[config.mk]
export PLATFORM = sky130hd
export DESIGN_NAME = ppa_gpio
export DESIGN_NICKNAME = d
export VERILOG_FILES = /design/src/logic/ppa_pkg.sv /design/src/logic/ppa_gpio.sv
export VERILOG_INCLUDE_DIRS = /design/src /design/src/logic
export SDC_FILE = /design/constraint.sdc
export NUM_CORES = 1
export LEC_CHECK = 0
export BUFFER_PORTS_ARGS = -buffer_cell sky130_fd_sc_hd__buf_2
export CAP_MARGIN = 20
export CORE_MARGIN = 3
export CORE_UTILIZATION = 53
export DETAILED_ROUTE_END_ITERATION = 7
export PLACE_DENSITY = 0.91
export SLEW_MARGIN = 20
export SYNTH_ARGS = -nofsm -noshare
export SYNTH_HDL_FRONTEND = slang
export SYNTH_SLANG_ARGS = --single-unit
export TNS_END_PERCENT = 100
[constraint.sdc]
create_clock -name MCLK -period 22.4 [get_ports MCLK]
set_clock_uncertainty 0.2 [all_clocks]
set_input_delay 3.36 -clock MCLK [delete_from_list [all_inputs] [get_ports MCLK]]
set_output_delay 3.36 -clock MCLK [all_outputs]
set_load 0.1 [all_outputs]
[src/logic/ppa_defs.svh]
// constants for the parallel port block with analog pin handling
`ifndef PPA_DEFS_SVH
`define PPA_DEFS_SVH

`define PPA_ADDR_W 16
`define PPA_DATA_W 16
`define PPA_NPORT 5

`define PPA_DIR_B 16'h02c6
`define PPA_PIN_B 16'h02c8
`define PPA_LAT_B 16'h02ca
`define PPA_DIR_C 16'h02cc
`define PPA_PIN_C 16'h02ce
`define PPA_LAT_C 16'h02d0
`define PPA_DIR_D 16'h02d2
`define PPA_PIN_D 16'h02d4
`define PPA_LAT_D 16'h02d6
`define PPA_DIR_E 16'h02d8
`define PPA_PIN_E 16'h02da
`define PPA_LAT_E 16'h02dc
`define PPA_DIR_F 16'h02de
`define PPA_PIN_F 16'h02e0
`define PPA_LAT_F 16'h02e2
`define PPA_ASEL 16'h02e4

// implemented pin masks per port
`define PPA_MASK_B 16'h01ff
`define PPA_MASK_C 16'he000
`define PPA_MASK_D 16'h000f
`define PPA_MASK_E 16'h013f
`define PPA_MASK_F 16'h007f
// analog pins live on port b
`define PPA_MASK_ASEL 16'h01ff

`define PPA_LAT_RST 16'h0000
`define PPA_ASEL_RST 16'h0000
`define PPA_ZERO 16'h0000

`endif

[src/logic/ppa_pkg.sv]
// types for the parallel port block
package ppa_pkg;
    typedef struct packed {
        logic [15:0] addr;
        logic [15:0] wdata;
        logic wr;
        logic rd;
    } ppa_req_t;

    typedef struct packed {
        logic [15:0] dir;
        logic [15:0] lat;
    } ppa_port_t;
endpackage

[src/logic/ppa_gpio.sv]
// parallel i/o ports b..f with analog pin select and register port
`include "ppa_defs.svh"

module ppa_gpio (
    input wire logic MCLK,
    input wire logic SYS_RST,
    input wire logic [15:0] ADDR,
    input wire logic [15:0] WDATA,
    input wire logic WR,
    input wire logic RD,
    output logic [15:0] RDATA,
    input wire logic [79:0] PIN_IN,
    output logic [79:0] PIN_OUT,
    output logic [79:0] PIN_OE,
    output logic [15:0] ANALOG_EN,
    output logic [15:0] ANALOG_FROM_PORT
);
    ppa_pkg::ppa_req_t req;
    // one register per port and kind, so each has its own process
    logic [15:0] dir_b_ff;
    logic [15:0] dir_c_ff;
    logic [15:0] dir_d_ff;
    logic [15:0] dir_e_ff;
    logic [15:0] dir_f_ff;
    logic [15:0] lat_b_ff;
    logic [15:0] lat_c_ff;
    logic [15:0] lat_d_ff;
    logic [15:0] lat_e_ff;
    logic [15:0] lat_f_ff;
    ppa_pkg::ppa_port_t prt_view [0:4];
    logic [15:0] pin_view [0:4];
    logic [4:0] wr_dir;
    logic [4:0] wr_lat;
    logic [15:0] asel_ff;
    logic [79:0] sync1_ff;
    logic [79:0] sync2_ff;
    logic [15:0] rdata_ff;
    // registered pad drive, one pair per port
    logic [15:0] out_b_ff;
    logic [15:0] out_c_ff;
    logic [15:0] out_d_ff;
    logic [15:0] out_e_ff;
    logic [15:0] out_f_ff;
    logic [15:0] oe_b_ff;
    logic [15:0] oe_c_ff;
    logic [15:0] oe_d_ff;
    logic [15:0] oe_e_ff;
    logic [15:0] oe_f_ff;
    logic [15:0] an_en_ff;
    logic [15:0] an_port_ff;
    logic [15:0] nxt_rdata;

    assign req.addr = ADDR;
    assign req.wdata = WDATA;
    assign req.wr = WR;
    assign req.rd = RD;

    function automatic logic [15:0] port_mask(input int p);
        unique case (p)
            0: port_mask = `PPA_MASK_B;
            1: port_mask = `PPA_MASK_C;
            2: port_mask = `PPA_MASK_D;
            3: port_mask = `PPA_MASK_E;
            default: port_mask = `PPA_MASK_F;
        endcase
    endfunction

    // register kind: 0 direction, 1 pin level, 2 latch; port index or -1
    function automatic int dec_port(input logic [15:0] a);
        unique case (a)
            `PPA_DIR_B, `PPA_PIN_B, `PPA_LAT_B: dec_port = 0;
            `PPA_DIR_C, `PPA_PIN_C, `PPA_LAT_C: dec_port = 1;
            `PPA_DIR_D, `PPA_PIN_D, `PPA_LAT_D: dec_port = 2;
            `PPA_DIR_E, `PPA_PIN_E, `PPA_LAT_E: dec_port = 3;
            `PPA_DIR_F, `PPA_PIN_F, `PPA_LAT_F: dec_port = 4;
            default: dec_port = -1;
        endcase
    endfunction

    function automatic int dec_kind(input logic [15:0] a);
        unique case (a)
            `PPA_DIR_B, `PPA_DIR_C, `PPA_DIR_D, `PPA_DIR_E, `PPA_DIR_F: dec_kind = 0;
            `PPA_PIN_B, `PPA_PIN_C, `PPA_PIN_D, `PPA_PIN_E, `PPA_PIN_F: dec_kind = 1;
            default: dec_kind = 2;
        endcase
    endfunction

    // pins pass two flops before any logic reads them
    always_ff @(posedge MCLK or posedge SYS_RST) begin
        if (SYS_RST) begin
            sync1_ff <= '0;
            sync2_ff <= '0;
        end else begin
            sync1_ff <= PIN_IN;
            sync2_ff <= sync1_ff;
        end
    end

    // write enables, one bit per port; unmapped addresses enable nothing
    always_comb begin
        wr_dir = 5'h00;
        wr_lat = 5'h00;
        for (int p = 0; p < `PPA_NPORT; p++) begin
            if (req.wr && dec_port(req.addr) == p) begin
                if (dec_kind(req.addr) == 0) begin
                    wr_dir[p] = 1'b1;
                end else begin
                    wr_lat[p] = 1'b1; // pin-level writes land in the latch
                end
            end
        end
    end

    // port b direction; reset leaves every pin an input
    always_ff @(posedge MCLK or posedge SYS_RST) begin
        if (SYS_RST) begin
            dir_b_ff <= `PPA_MASK_B;
        end else if (wr_dir[0]) begin
            dir_b_ff <= req.wdata & `PPA_MASK_B;
        end
    end

    // port c direction
    always_ff @(posedge MCLK or posedge SYS_RST) begin
        if (SYS_RST) begin
            dir_c_ff <= `PPA_MASK_C;
        end else if (wr_dir[1]) begin
            dir_c_ff <= req.wdata & `PPA_MASK_C;
        end
    end

    // port d direction
    always_ff @(posedge MCLK or posedge SYS_RST) begin
        if (SYS_RST) begin
            dir_d_ff <= `PPA_MASK_D;
        end else if (wr_dir[2]) begin
            dir_d_ff <= req.wdata & `PPA_MASK_D;
        end
    end

    // port e direction
    always_ff @(posedge MCLK or posedge SYS_RST) begin
        if (SYS_RST) begin
            dir_e_ff <= `PPA_MASK_E;
        end else if (wr_dir[3]) begin
            dir_e_ff <= req.wdata & `PPA_MASK_E;
        end
    end

    // port f direction
    always_ff @(posedge MCLK or posedge SYS_RST) begin
        if (SYS_RST) begin
            dir_f_ff <= `PPA_MASK_F;
        end else if (wr_dir[4]) begin
            dir_f_ff <= req.wdata & `PPA_MASK_F;
        end
    end

    // port b latch; unimplemented bits never store a 1
    always_ff @(posedge MCLK or posedge SYS_RST) begin
        if (SYS_RST) begin
            lat_b_ff <= `PPA_LAT_RST;
        end else if (wr_lat[0]) begin
            lat_b_ff <= req.wdata & `PPA_MASK_B;
        end
    end

    // port c latch
    always_ff @(posedge MCLK or posedge SYS_RST) begin
        if (SYS_RST) begin
            lat_c_ff <= `PPA_LAT_RST;
        end else if (wr_lat[1]) begin
            lat_c_ff <= req.wdata & `PPA_MASK_C;
        end
    end

    // port d latch
    always_ff @(posedge MCLK or posedge SYS_RST) begin
        if (SYS_RST) begin
            lat_d_ff <= `PPA_LAT_RST;
        end else if (wr_lat[2]) begin
            lat_d_ff <= req.wdata & `PPA_MASK_D;
        end
    end

    // port e latch
    always_ff @(posedge MCLK or posedge SYS_RST) begin
        if (SYS_RST) begin
            lat_e_ff <= `PPA_LAT_RST;
        end else if (wr_lat[3]) begin
            lat_e_ff <= req.wdata & `PPA_MASK_E;
        end
    end

    // port f latch
    always_ff @(posedge MCLK or posedge SYS_RST) begin
        if (SYS_RST) begin
            lat_f_ff <= `PPA_LAT_RST;
        end else if (wr_lat[4]) begin
            lat_f_ff <= req.wdata & `PPA_MASK_F;
        end
    end

    // gathered view for the loops below
    assign prt_view[0] = '{dir: dir_b_ff, lat: lat_b_ff};
    assign prt_view[1] = '{dir: dir_c_ff, lat: lat_c_ff};
    assign prt_view[2] = '{dir: dir_d_ff, lat: lat_d_ff};
    assign prt_view[3] = '{dir: dir_e_ff, lat: lat_e_ff};
    assign prt_view[4] = '{dir: dir_f_ff, lat: lat_f_ff};

    // synchronised pin levels; unimplemented pins read 0
    always_comb begin
        for (int p = 0; p < `PPA_NPORT; p++) begin
            pin_view[p] = sync2_ff[p*`PPA_DATA_W +: `PPA_DATA_W] & port_mask(p);
        end
        // analog input buffer is off, so the pin has no digital meaning
        pin_view[0] = pin_view[0] & ~asel_ff;
    end

    // analog pin select register
    always_ff @(posedge MCLK or posedge SYS_RST) begin
        if (SYS_RST) begin
            asel_ff <= `PPA_ASEL_RST;
        end else if (req.wr && req.addr == `PPA_ASEL) begin
            asel_ff <= req.wdata & `PPA_MASK_ASEL;
        end
    end

    // read mux; pin reads see synchronised pins, so a read right after a write shows stale data
    always_comb begin
        int p;
        int k;
        p = dec_port(req.addr);
        k = dec_kind(req.addr);
        nxt_rdata = `PPA_ZERO;
        if (req.rd) begin
            if (req.addr == `PPA_ASEL) begin
                nxt_rdata = asel_ff;
            end else begin
                for (int i = 0; i < `PPA_NPORT; i++) begin
                    if (p == i) begin
                        unique case (k)
                            0: nxt_rdata = prt_view[i].dir;
                            1: nxt_rdata = pin_view[i];
                            default: nxt_rdata = prt_view[i].lat;
                        endcase
                    end
                end
            end
        end
    end

    always_ff @(posedge MCLK or posedge SYS_RST) begin
        if (SYS_RST) begin
            rdata_ff <= `PPA_ZERO;
        end else begin
            rdata_ff <= nxt_rdata; // read data lag one cycle
        end
    end

    // port b pad drive; enable is high where an implemented pin's direction bit is 0
    always_ff @(posedge MCLK or posedge SYS_RST) begin
        if (SYS_RST) begin
            out_b_ff <= `PPA_ZERO;
            oe_b_ff <= `PPA_ZERO;
        end else begin
            out_b_ff <= lat_b_ff;
            oe_b_ff <= ~dir_b_ff & `PPA_MASK_B;
        end
    end

    // port c pad drive
    always_ff @(posedge MCLK or posedge SYS_RST) begin
        if (SYS_RST) begin
            out_c_ff <= `PPA_ZERO;
            oe_c_ff <= `PPA_ZERO;
        end else begin
            out_c_ff <= lat_c_ff;
            oe_c_ff <= ~dir_c_ff & `PPA_MASK_C;
        end
    end

    // port d pad drive
    always_ff @(posedge MCLK or posedge SYS_RST) begin
        if (SYS_RST) begin
            out_d_ff <= `PPA_ZERO;
            oe_d_ff <= `PPA_ZERO;
        end else begin
            out_d_ff <= lat_d_ff;
            oe_d_ff <= ~dir_d_ff & `PPA_MASK_D;
        end
    end

    // port e pad drive
    always_ff @(posedge MCLK or posedge SYS_RST) begin
        if (SYS_RST) begin
            out_e_ff <= `PPA_ZERO;
            oe_e_ff <= `PPA_ZERO;
        end else begin
            out_e_ff <= lat_e_ff;
            oe_e_ff <= ~dir_e_ff & `PPA_MASK_E;
        end
    end

    // port f pad drive
    always_ff @(posedge MCLK or posedge SYS_RST) begin
        if (SYS_RST) begin
            out_f_ff <= `PPA_ZERO;
            oe_f_ff <= `PPA_ZERO;
        end else begin
            out_f_ff <= lat_f_ff;
            oe_f_ff <= ~dir_f_ff & `PPA_MASK_F;
        end
    end

    // converter hookup; digital-configured pins never reach it
    always_ff @(posedge MCLK or posedge SYS_RST) begin
        if (SYS_RST) begin
            an_en_ff <= `PPA_ZERO;
        end else begin
            an_en_ff <= asel_ff;
        end
    end

    // an analog pin left as output converts the level the port drives
    always_ff @(posedge MCLK or posedge SYS_RST) begin
        if (SYS_RST) begin
            an_port_ff <= `PPA_ZERO;
        end else begin
            an_port_ff <= asel_ff & ~dir_b_ff;
        end
    end

    assign RDATA = rdata_ff;
    assign PIN_OUT = {out_f_ff, out_e_ff, out_d_ff, out_c_ff, out_b_ff};
    assign PIN_OE = {oe_f_ff, oe_e_ff, oe_d_ff, oe_c_ff, oe_b_ff};
    assign ANALOG_EN = an_en_ff;
    assign ANALOG_FROM_PORT = an_port_ff;
endmodule // ppa_gpio

* Word level (Yosys, flattened, before mapping)
Cells that the tools add are included.
** Storage, ports and cells
- Output and inout port bits :: 208
- Bits of input ports :: 116
- Flip-flop bits (word level) :: 312
- Word-level logic and storage cells :: 114
** Operators by class
- Multiplexer cells :: 39
- Equal/unequal tests :: 21
- Reduce and logical (&&, ||, !) cells :: 20
- Bitwise operators :: 8
** Operators with widths (number)
- 16-bit by 10-bit == test with 1-bit output, second input constant :: 16
- 32-bit zero test :: 7
- 32-bit two-way mux :: 5
- 32-bit case mux with 5 select lines :: 1
- 16-bit two-way mux :: 7
- 32-bit by 3-bit == test with 1-bit output, second input constant :: 2
- 16-bit case mux with 2 select lines :: 2
- 9-bit by 16-bit AND with 16-bit output :: 2
- 32-bit by 2-bit == test with 1-bit output, second input constant :: 1
- 32-bit by 4-bit == test with 1-bit output, second input constant :: 1
- 9-bit inverter with 16-bit output :: 2
- 1-bit two-way mux :: 20
- 9-bit case mux with 2 select lines :: 1
- 16-bit inverter :: 1
- 3-bit OR reduction :: 5
- 7-bit case mux with 2 select lines :: 1
- 5-bit OR reduction :: 2
- 9-bit inverter :: 1
- 4-bit case mux with 2 select lines :: 1
- 7-bit inverter :: 1
- 1-bit logical AND :: 6
- 4-bit inverter :: 1
- 2-bit case mux with 2 select lines :: 1
- 2-bit by 1-bit == test with 1-bit output, second input constant :: 1

* Logic depth before layout (Yosys ltp)
Gate-level depths: netlist (run 1).
- Word-level depth :: 12
- Gate-level depth with buffers :: 10
- Mapped depth without buffers :: 6

* Worst setup path after synthesis (run 1)
OpenSTA, ideal clock, no wires.
- Path type :: input port to flip-flop
- Start :: in ADDR[11]
- End :: reg rdata_ff[0] (netlist: RDATA[0])
- Arrival time :: 5.197 ns
- Path buffers :: 1
- Setup time :: 0.087 ns
- Cell stages on the path :: 7
- Setup slack :: 16.916 ns
- Data required time :: 22.113 ns
- Cell sequence :: or4_4 nor4_4 o311a_2 buf_6 nor2_1 o31a_1 a211oi_2
** On the way
- Word-level cells in the longest chain between the ends :: 12
- Elaborated cells between the ends (all ways) :: 43
- Those cells by class :: 21 x eq/ne; 13 x mux; 9 x reduce/logical
** RTL lines
- start, declared :: line ppa_gpio.sv:7 : input wire logic [15:0] ADDR,
- 16-bit by 10-bit == test with 1-bit output :: line ppa_gpio.sv:70, ppa_gpio.sv:81
- 5-bit OR reduction :: line ppa_gpio.sv:81 : unique case (a)
- 2-bit case mux with 2 select lines :: line ppa_gpio.sv:81
- 32-bit zero test / 2-bit by 1-bit == test with 1-bit output (equally long branches) :: line ppa_gpio.sv:242 : unique case (k)
- 16-bit case mux with 2 select lines :: line ppa_gpio.sv:242
- 16-bit two-way mux (5 in series) :: line ppa_gpio.sv:241 : if (p == i) begin
- 16-bit two-way mux * :: line ppa_gpio.sv:237 : if (req.addr == `PPA_ASEL) begin
- 16-bit two-way mux * :: line ppa_gpio.sv:236 : if (req.rd) begin
- via nxt_rdata[0] :: line ppa_gpio.sv:51 : logic [15:0] nxt_rdata;
- end signal, assigned :: line ppa_gpio.sv:255 : rdata_ff <= `PPA_ZERO;
- end signal, assigned :: line ppa_gpio.sv:257 : rdata_ff <= nxt_rdata;
- end, declared :: line ppa_gpio.sv:37 : logic [15:0] rdata_ff;
Mark *: on every way through the listed nets, which the timed path passes. The rest lies on a longest branch.
A chain may end at the register's enable or synchronous reset.

* Final worst setup path (run 1)
- Start :: in ADDR[10]
- End :: reg asel_ff[3]
** On the way
- Word-level cells in the longest chain between the ends :: 2
** RTL lines
- 16-bit by 10-bit == test with 1-bit output (no line)
- 1-bit logical AND (no line)
- end signal, assigned :: line ppa_gpio.sv:223 : asel_ff <= `PPA_ASEL_RST;
- end signal, assigned :: line ppa_gpio.sv:225 : asel_ff <= req.wdata & `PPA_MASK_ASEL;
- end, declared :: line ppa_gpio.sv:34 : logic [15:0] asel_ff;
No other way between the ends.

==> results of run 1 <==
-- area by class of cell --
cell class | count | area [µm²]
Fill cell | 1217 | 5967
Tap cell | 216 | 270.3
Clock inverter | 7 | 110.1
Timing Repair Buffer | 153 | 770.7
Sequential cell | 219 | 5518
Multi-Input combinational cell | 402 | 2620
Clock buffer | 33 | 663.1
Inverter | 35 | 138.9
-- kinds of logic after synthesis --
kind of cell,Yosys count,synth area share (%)
buffers and inverters,170,12.50
other,1,0.04266
and+or+nand+nor,120,8.313
xor gates and xnor gates,2,0.1993
DFF,219,62.78
muxes,62,7.943
AOI/OAI and AO/OA,100,8.228
-- power by group --
part	switching, µW	internal, µW	leakage, µW	total (µW)
Combinational	107	7.28	0.00194	114
Clock	146	239	0.000383	385
Sequential	1.82	401	0.00269	403
-- per-layer routing --
metal,vias up,global-route usage (%),share of wire (%)
met2,305,37.55,50
met4,0,9.219,3.3
li1,2410,-,-
met5,-,0,0
met1,2762,27.87,37
met3,50,5.812,9.9
-- worst max path at each step --
stage	from	endpoint
CTS	ADDR[10]	asel_ff[3]
finish	ADDR[10]	asel_ff[3]
global route	ADDR[10]	asel_ff[3]
detailed placement	ADDR[10]	lat_e_ff[5]
global placement	ADDR[10]	asel_ff[8]
floorplan	SYS_RST	ANALOG_EN[0]
-- cell usage after synthesis (7+ instances only) --
cell type / instances / area, µm²
sky130_fd_sc_hd__nand4b_1: 7 / 61.31
sky130_fd_sc_hd__buf_4: 119 / 893.4
sky130_fd_sc_hd__o21ai_0: 29 / 145.1
sky130_fd_sc_hd__nand2_1: 27 / 101.4
sky130_fd_sc_hd__dfstp_2: 30 / 788.3
sky130_fd_sc_hd__inv_1: 35 / 131.4
sky130_fd_sc_hd__clkbuf_1: 8 / 30.03
sky130_fd_sc_hd__o221a_2: 9 / 101.4
sky130_fd_sc_hd__a21oi_1: 12 / 60.06
sky130_fd_sc_hd__dfrtp_1: 189 / 4730
sky130_fd_sc_hd__nor2_1: 14 / 52.55
sky130_fd_sc_hd__nand3_1: 10 / 50.05
sky130_fd_sc_hd__nor2b_1: 14 / 87.58
sky130_fd_sc_hd__mux2_2: 62 / 698.2
-- flip-flops by register name, indices dropped and copies added, names as in the netlist, 7 cells and up --
name	count
ANALOG_EN	9
ANALOG_FROM_PORT	9
RDATA	12
asel_ff	9
dir_b_ff	9
dir_e_ff	7
dir_f_ff	7
lat_b_ff	9
lat_e_ff	7
lat_f_ff	7
oe_b_ff	9
oe_e_ff	7
oe_f_ff	7
out_b_ff	9
out_e_ff	7
out_f_ff	7
sync1_ff	30
sync2_ff	30
-- stage by stage --
stage          hold slack, ns  worst slack (ns)  cell area (µm²)
6_report               0.1418             16.24            10090
3_5_place_dp           0.1347             15.93             9318
2_1_floorplan          0.1312             12.90             9229
3_3_place_gp           0.1333             16.03             9318
4_1_cts                0.1435             16.46            10090
5_1_grt                0.1544             16.32            10090
==> run summary, run 1 <==
The worst hold path was traced through 0 stages. The hold path endpoint is sync2_ff[4]. The power density of the placed cells came out at 89.40 mW/mm². At the worst endpoint, the required time is 22.57 ns.

At the pin with the least slew margin, the transition time is 0.9944 ns. The HPWL after detailed placement is 14520 µm. The run finished with clean final reports.

The layout cell share with drive strength beyond 1 is 36.51%. Setup repair after global routing left no endpoint under its margin. The clock-pin transition on the worst setup and hold timing paths came out at 0.06 ns. The post-synthesis instance area came out at 0.008790 mm².

The initial antenna violation count is 0. The floorplan step set the die width to 134.8 µm. The top achievable clock speed came out at 162.4 MHz. The TritonCTS sink count is 219. The share of the core filled with cells in the final layout came out at 62.84%. The launch instance of the worst min-delay path is sync1_ff[4]. The worst path needs 6.159 ns of the cycle, external delays included. The row count is 46. The cell with the largest stage delay on the worst path is sky130_fd_sc_hd__nor4_1. The number of placed cells counting well taps is 1025. The synthesized netlist contains 63 unique library cells. The final setup TNS is 0 ns. STA classifies the critical path startpoint as a primary input. The signal on the critical path passes through buf_2, nor4_1, nand3_1, nor2_1, nand2_1, mux2_2. After synthesis, the share of flip-flops with an asynchronous set or reset is 100.0%.

For this configuration, the core starts out at a cell density of 54.74%. The post-CTS resize count is 0. At the end of the flow, the number of nets in the layout was 949.

The worst register-to-register path begins at dir_e_ff[3]. The global-route usage over all layers came out at 22.42%. Summed over all cells, the static leakage comes to 0.005014 µW. The tree is rooted in a sky130_fd_sc_hd__clkbuf_16. The library cell used most frequently in the layout, excluding fill and tap cells, is sky130_fd_sc_hd__dfrtp_1. The warning count from the yosys run is 0. The area of the core came out at 0.01606 mm². The depth of the CTS H-tree is 1.

The via total after detailed routing is 5527. The I/O pin count is 324. Port buffering added 151 buffers. The remaining number of nets flagged by the antenna check after routing is 0. The worst-case clock buffer depth is 3. The CTS tree is yes. Leaving out filler cells and counting taps, the final layout contains 1065. The max-slew violation total from the final report is 0. The worst slew margin relative to its limit is 33.70%. The global placer's final weighted congestion is 0.8915. The critical path's top delay family is simple AND/OR/NAND/NOR gates. The total congestion overflow is 0. The remaining routing DRC violations is 0. The insertion delay to the later sink of the worst-skew pair came out at 0.50 ns.

The register bit total from synthesis came out at 219. The count of max-cap constraint violations came out at 0. The largest fanout on the critical path came out at 9. The highest cell delay on the worst timing path is 0.73 ns. The register area share after synthesis is 62.78%. The mean number of vias per cell came out at 5.190. The number of iterations in the first detailed-routing pass came out at 5. The aggregate routed wire length came out at 21040 µm. The cell count after synthesis came out at 674. Data on the critical path arrives at its endpoint at 6.33 ns. The layout overhead on the synthesized area came out at 14.80%.

The worst hold path belongs to the class reg -> reg. For this block, the initial DRC count from the detailed router was 407. Across the VDD grid, the largest voltage drop is 0.05166 mV. The combined buffer and inverter count along the critical path is 1.

The TritonCTS buffer count is 22. Measured in cells, the most critical reg-to-reg path has a length of 4. Leaving out fill and tap cells, the most frequent cells in the layout are sky130_fd_sc_hd__dfrtp_1, sky130_fd_sc_hd__buf_2, sky130_fd_sc_hd__conb_1. In the synthesized netlist the dominant register cell turns out to be sky130_fd_sc_hd__dfrtp_1.

The first global-routing pass estimated 31280 µm of wire. The count of inserted antenna diode cells came out at 0. The average size of a mapped cell came out at 13.04 µm². Entering global routing, the biggest net connects 139 pins. The hold violation total from the final report is 0.

The type of the worst setup path is in -> reg. The worst register-to-register path ends at RDATA[3]. The worst path uses 27.50% of the clock period.

The number of setup violations in the final report is 0. The die footprint is 0.01817 mm². The number of buffers inserted by post-CTS setup repair is 0.

For flop-to-flop paths, the worst setup slack is 20.66 ns. The die height is 134.8 µm. The number of gates on the worst path with buffers counted is 6. The worst setup path is captured at a flop. The total design power came out at 902.1 µW. The synthesized design contains 0 enable-type register cells.

In this run, post-CTS hold repair placed 0 buffers. The number of global-route vias before repair is 5642. The routed length per placed instance came out at 19.76 µm.
Note: power is estimated with default switching activity, not from simulation.
==> inputs of run 2 (changes only) <==
--- a/config.mk
+++ b/config.mk
@@ -9,9 +9,9 @@
 export BUFFER_PORTS_ARGS = -buffer_cell sky130_fd_sc_hd__buf_2
 export CAP_MARGIN = 20
 export CORE_MARGIN = 3
-export CORE_UTILIZATION = 53
+export CORE_UTILIZATION = 49
 export DETAILED_ROUTE_END_ITERATION = 7
-export PLACE_DENSITY = 0.91
+export PLACE_DENSITY = 0.85
 export SLEW_MARGIN = 20
 export SYNTH_ARGS = -nofsm -noshare
 export SYNTH_HDL_FRONTEND = slang
==> constraint.sdc (replaced) <==
create_clock -name MCLK -period 5.7 [get_ports MCLK]
set_clock_uncertainty 0.2 [all_clocks]
set_input_delay 0.855 -clock MCLK [delete_from_list [all_inputs] [get_ports MCLK]]
set_output_delay 0.855 -clock MCLK [all_outputs]
set_load 0.1 [all_outputs]
==> run 2 against run 1 <==
  * Critical path depth did not move
  * Total power increased to 3.9 times the previous value
  * Global-route usage down 1.2 points
  * Via count increased by 1.5%
  * Register-to-register slack lost 17 ns
  * Die area up 7.8%
  * Count of clock-buffer cells in the layout decreased by 3
  * Critical endpoint is now lat_b_ff[4]
  * Largest power group unchanged
==> run summary, run 2 (synthesized netlist as in run 1, its figures left out) <==
The worst path uses 59.06% of the clock period. The count of max-cap constraint violations is 0. The die is 139.9 µm tall. At the end of routability-driven placement, the weighted congestion stood at 0.9006. The maximum number of pins on one net before global-route repair is 154. CTS placed an instance of sky130_fd_sc_hd__clkbuf_16 at the clock tree root. The slack of the worst reg-to-reg path came out at 3.92 ns.

The total internal power is 2544 µW. The power density of the placed cells came out at 349.5 mW/mm². The sort of element at the end of the critical path is a flop. The depth of the CTS H-tree came out at 1. The count of buffers added on input and output ports is 151. The die footprint came out at 0.01958 mm². The remaining number of nets flagged by the antenna check after routing came out at 0.

Clock-pin slew was measured on the worst setup and hold paths at 0.06 ns. The hold path endpoint is sync2_ff[52]. The post-CTS resize count came out at 0. The required arrival time at the worst endpoint came out at 5.87 ns. The count of inserted antenna diode cells came out at 0. The flow ran to the end, and the final reports show no timing, DRC or antenna violations.

The startpoint identified for the worst register-to-register timing path is dir_e_ff[3]. The min-delay analysis places its worst path in the category reg -> reg. The final setup TNS came out at 0 ns. VDD sags by at most 0.2266 mV. The type of the worst setup path is in -> reg. Hold is met by 0.1419 ns.

The number of DRC markers in iteration 0 is 449. During I/O placement, the number of pins put on the boundary was 324. The largest fanout on the critical path is 9.

The net count reported at finish is 953. The logic gate share of total power is 12.7%. The top achievable clock speed came out at 297.0 MHz. The switching power summed over all nets is 1000 µW. The number of iterations in the first detailed-routing pass is 7. The first-pass GRT wire length came out at 32290 µm.

After floorplanning, the core was divided into 48 placement rows. The starting density of the core came out at 50.47%. The layout overhead on the synthesized area came out at 15.35%. TritonCTS created 22 clock buffers. For the worst setup path, the data arrival time is 3.54 ns.

The final critical delay including setup and external delays is 3.367 ns. Summed over all layers, the routed wires come to 21670 µm. Of the cells placed in the final design, the portion with a size suffix greater than 1 is 36.97%. The capture point of the worst reg-to-reg path is RDATA[3]. After detailed routing, the average wire length per cell comes to 20.12 µm. The post-cts hold buffer count came out at 0. The HPWL after detailed placement is 14990 µm.

Setup repair after global routing left no endpoint under its margin. The mean number of vias per cell came out at 5.210. The number of cell instances on the worst register-to-register path came out at 4. The insertion delay to the later sink of the worst-skew pair is 0.49 ns.

Leaving out fill and tap cells, the most frequent cells in the layout are sky130_fd_sc_hd__dfrtp_1, sky130_fd_sc_hd__buf_2, sky130_fd_sc_hd__conb_1. The area of the core came out at 0.01742 mm². The worst hold path passes through 0 cells. TritonCTS built the clock tree. After global routing the overflow that remains totals 0. Leaving out fill and tap cells, the most frequent cell in the layout is sky130_fd_sc_hd__dfrtp_1.

Setup violations remaining at the end of the flow were counted as 0. The die extent in x came out at 139.9 µm. In the routed design, unresolved DRC markers number 0. The leakage power is 0.005033 µW. After clock tree synthesis, the setup repair step added 0 buffers. The part of the power in registers came out at 44.7%. The number of global-route vias before repair came out at 5685. The global-route usage over all layers came out at 21.25%. The worst slew margin relative to its limit came out at 44.89%. The TritonCTS sink count is 219. The fraction of power spent switching nets is 28.22%. The max-slew violation total from the final report came out at 0. The hold violation total from the final report is 0. The launching element type of the critical path is a primary input. The worst-case clock buffer depth is 3. The initial antenna violation count came out at 0. The clock network fraction of design power came out at 42.6%.

At the pin with the least slew margin, the transition time is 0.8266 ns. The routed layout has 5611 vias. In this run the most critical hold path is launched from sync1_ff[52].
==> run 2: cell count changes in the layout (fill, tap and decap cells not counted), sizes merged <==
cell,previous run,this run
buf,153,157
clkbuf,33,30
clkinv,4,5
clkinvlp,0,2
inv,35,34
==> run 2: power by group through the flow <==
stage	clock network, µW	registers [µW]	logic (µW)
finish	1510	1590	449
global route	1600	1590	464
CTS	1530	1590	447
detailed placement	0	1610	445
global placement	0	1610	444
floorplan	0	1610	456
==> run 2: worst max path at each step <==
stage              from      endpoint  slack (ns)  cells past startpoint
4_1_cts        ADDR[11]   lat_b_ff[4]        2.40                      6
5_1_grt        ADDR[11]   dir_b_ff[7]        2.27                      6
3_5_place_dp   ADDR[11]   dir_b_ff[7]        1.88                      6
3_3_place_gp   ADDR[11]   dir_b_ff[3]        1.91                      6
2_1_floorplan   SYS_RST  ANALOG_EN[0]        1.82                      1
6_report       ADDR[11]   lat_b_ff[4]        2.33                      6
==> run 2: area by class of cell <==
type / instances / area, µm²
fillers: 1422 / 7278
flip-flops and latches: 219 / 5518
multi-input cells: 402 / 2613
repair buffers: 157 / 813.3
clock buffers: 30 / 651.9
well taps: 225 / 281.5
inverters: 35 / 135.1
clock inverters: 9 / 126.4
==> run 2: stage by stage <==
stage / util (%) / setup slack [ns] / std cells / area, µm² / total power [µW]
after floorplan: - / 1.815 / 791 / 9233 / 2067
after global placement: 53.74 / 1.906 / 1038 / 9360 / 2055
after detailed placement: 53.74 / 1.878 / 1038 / 9360 / 2058
after CTS: 58.21 / 2.404 / 1077 / 10140 / 3565
after global routing: 58.21 / 2.268 / 1077 / 10140 / 3654
final: 58.21 / 2.333 / 1077 / 10140 / 3544
==> run 2: per-layer routing <==
metal	GRT usage [%]	part of all wire [%]
met5	0	0
met3	5.941	11
met2	35.55	48
met1	26.57	37
met4	7.853	3.5
==> run 2: critical path, cell delays in order <==
cell and delay, ns:
sky130_fd_sc_hd__buf_2 0.10, sky130_fd_sc_hd__or4_4 0.59, sky130_fd_sc_hd__nor4_4 0.55, sky130_fd_sc_hd__and2_1 0.54, sky130_fd_sc_hd__nand3_2 0.47, sky130_fd_sc_hd__mux2_2 0.42
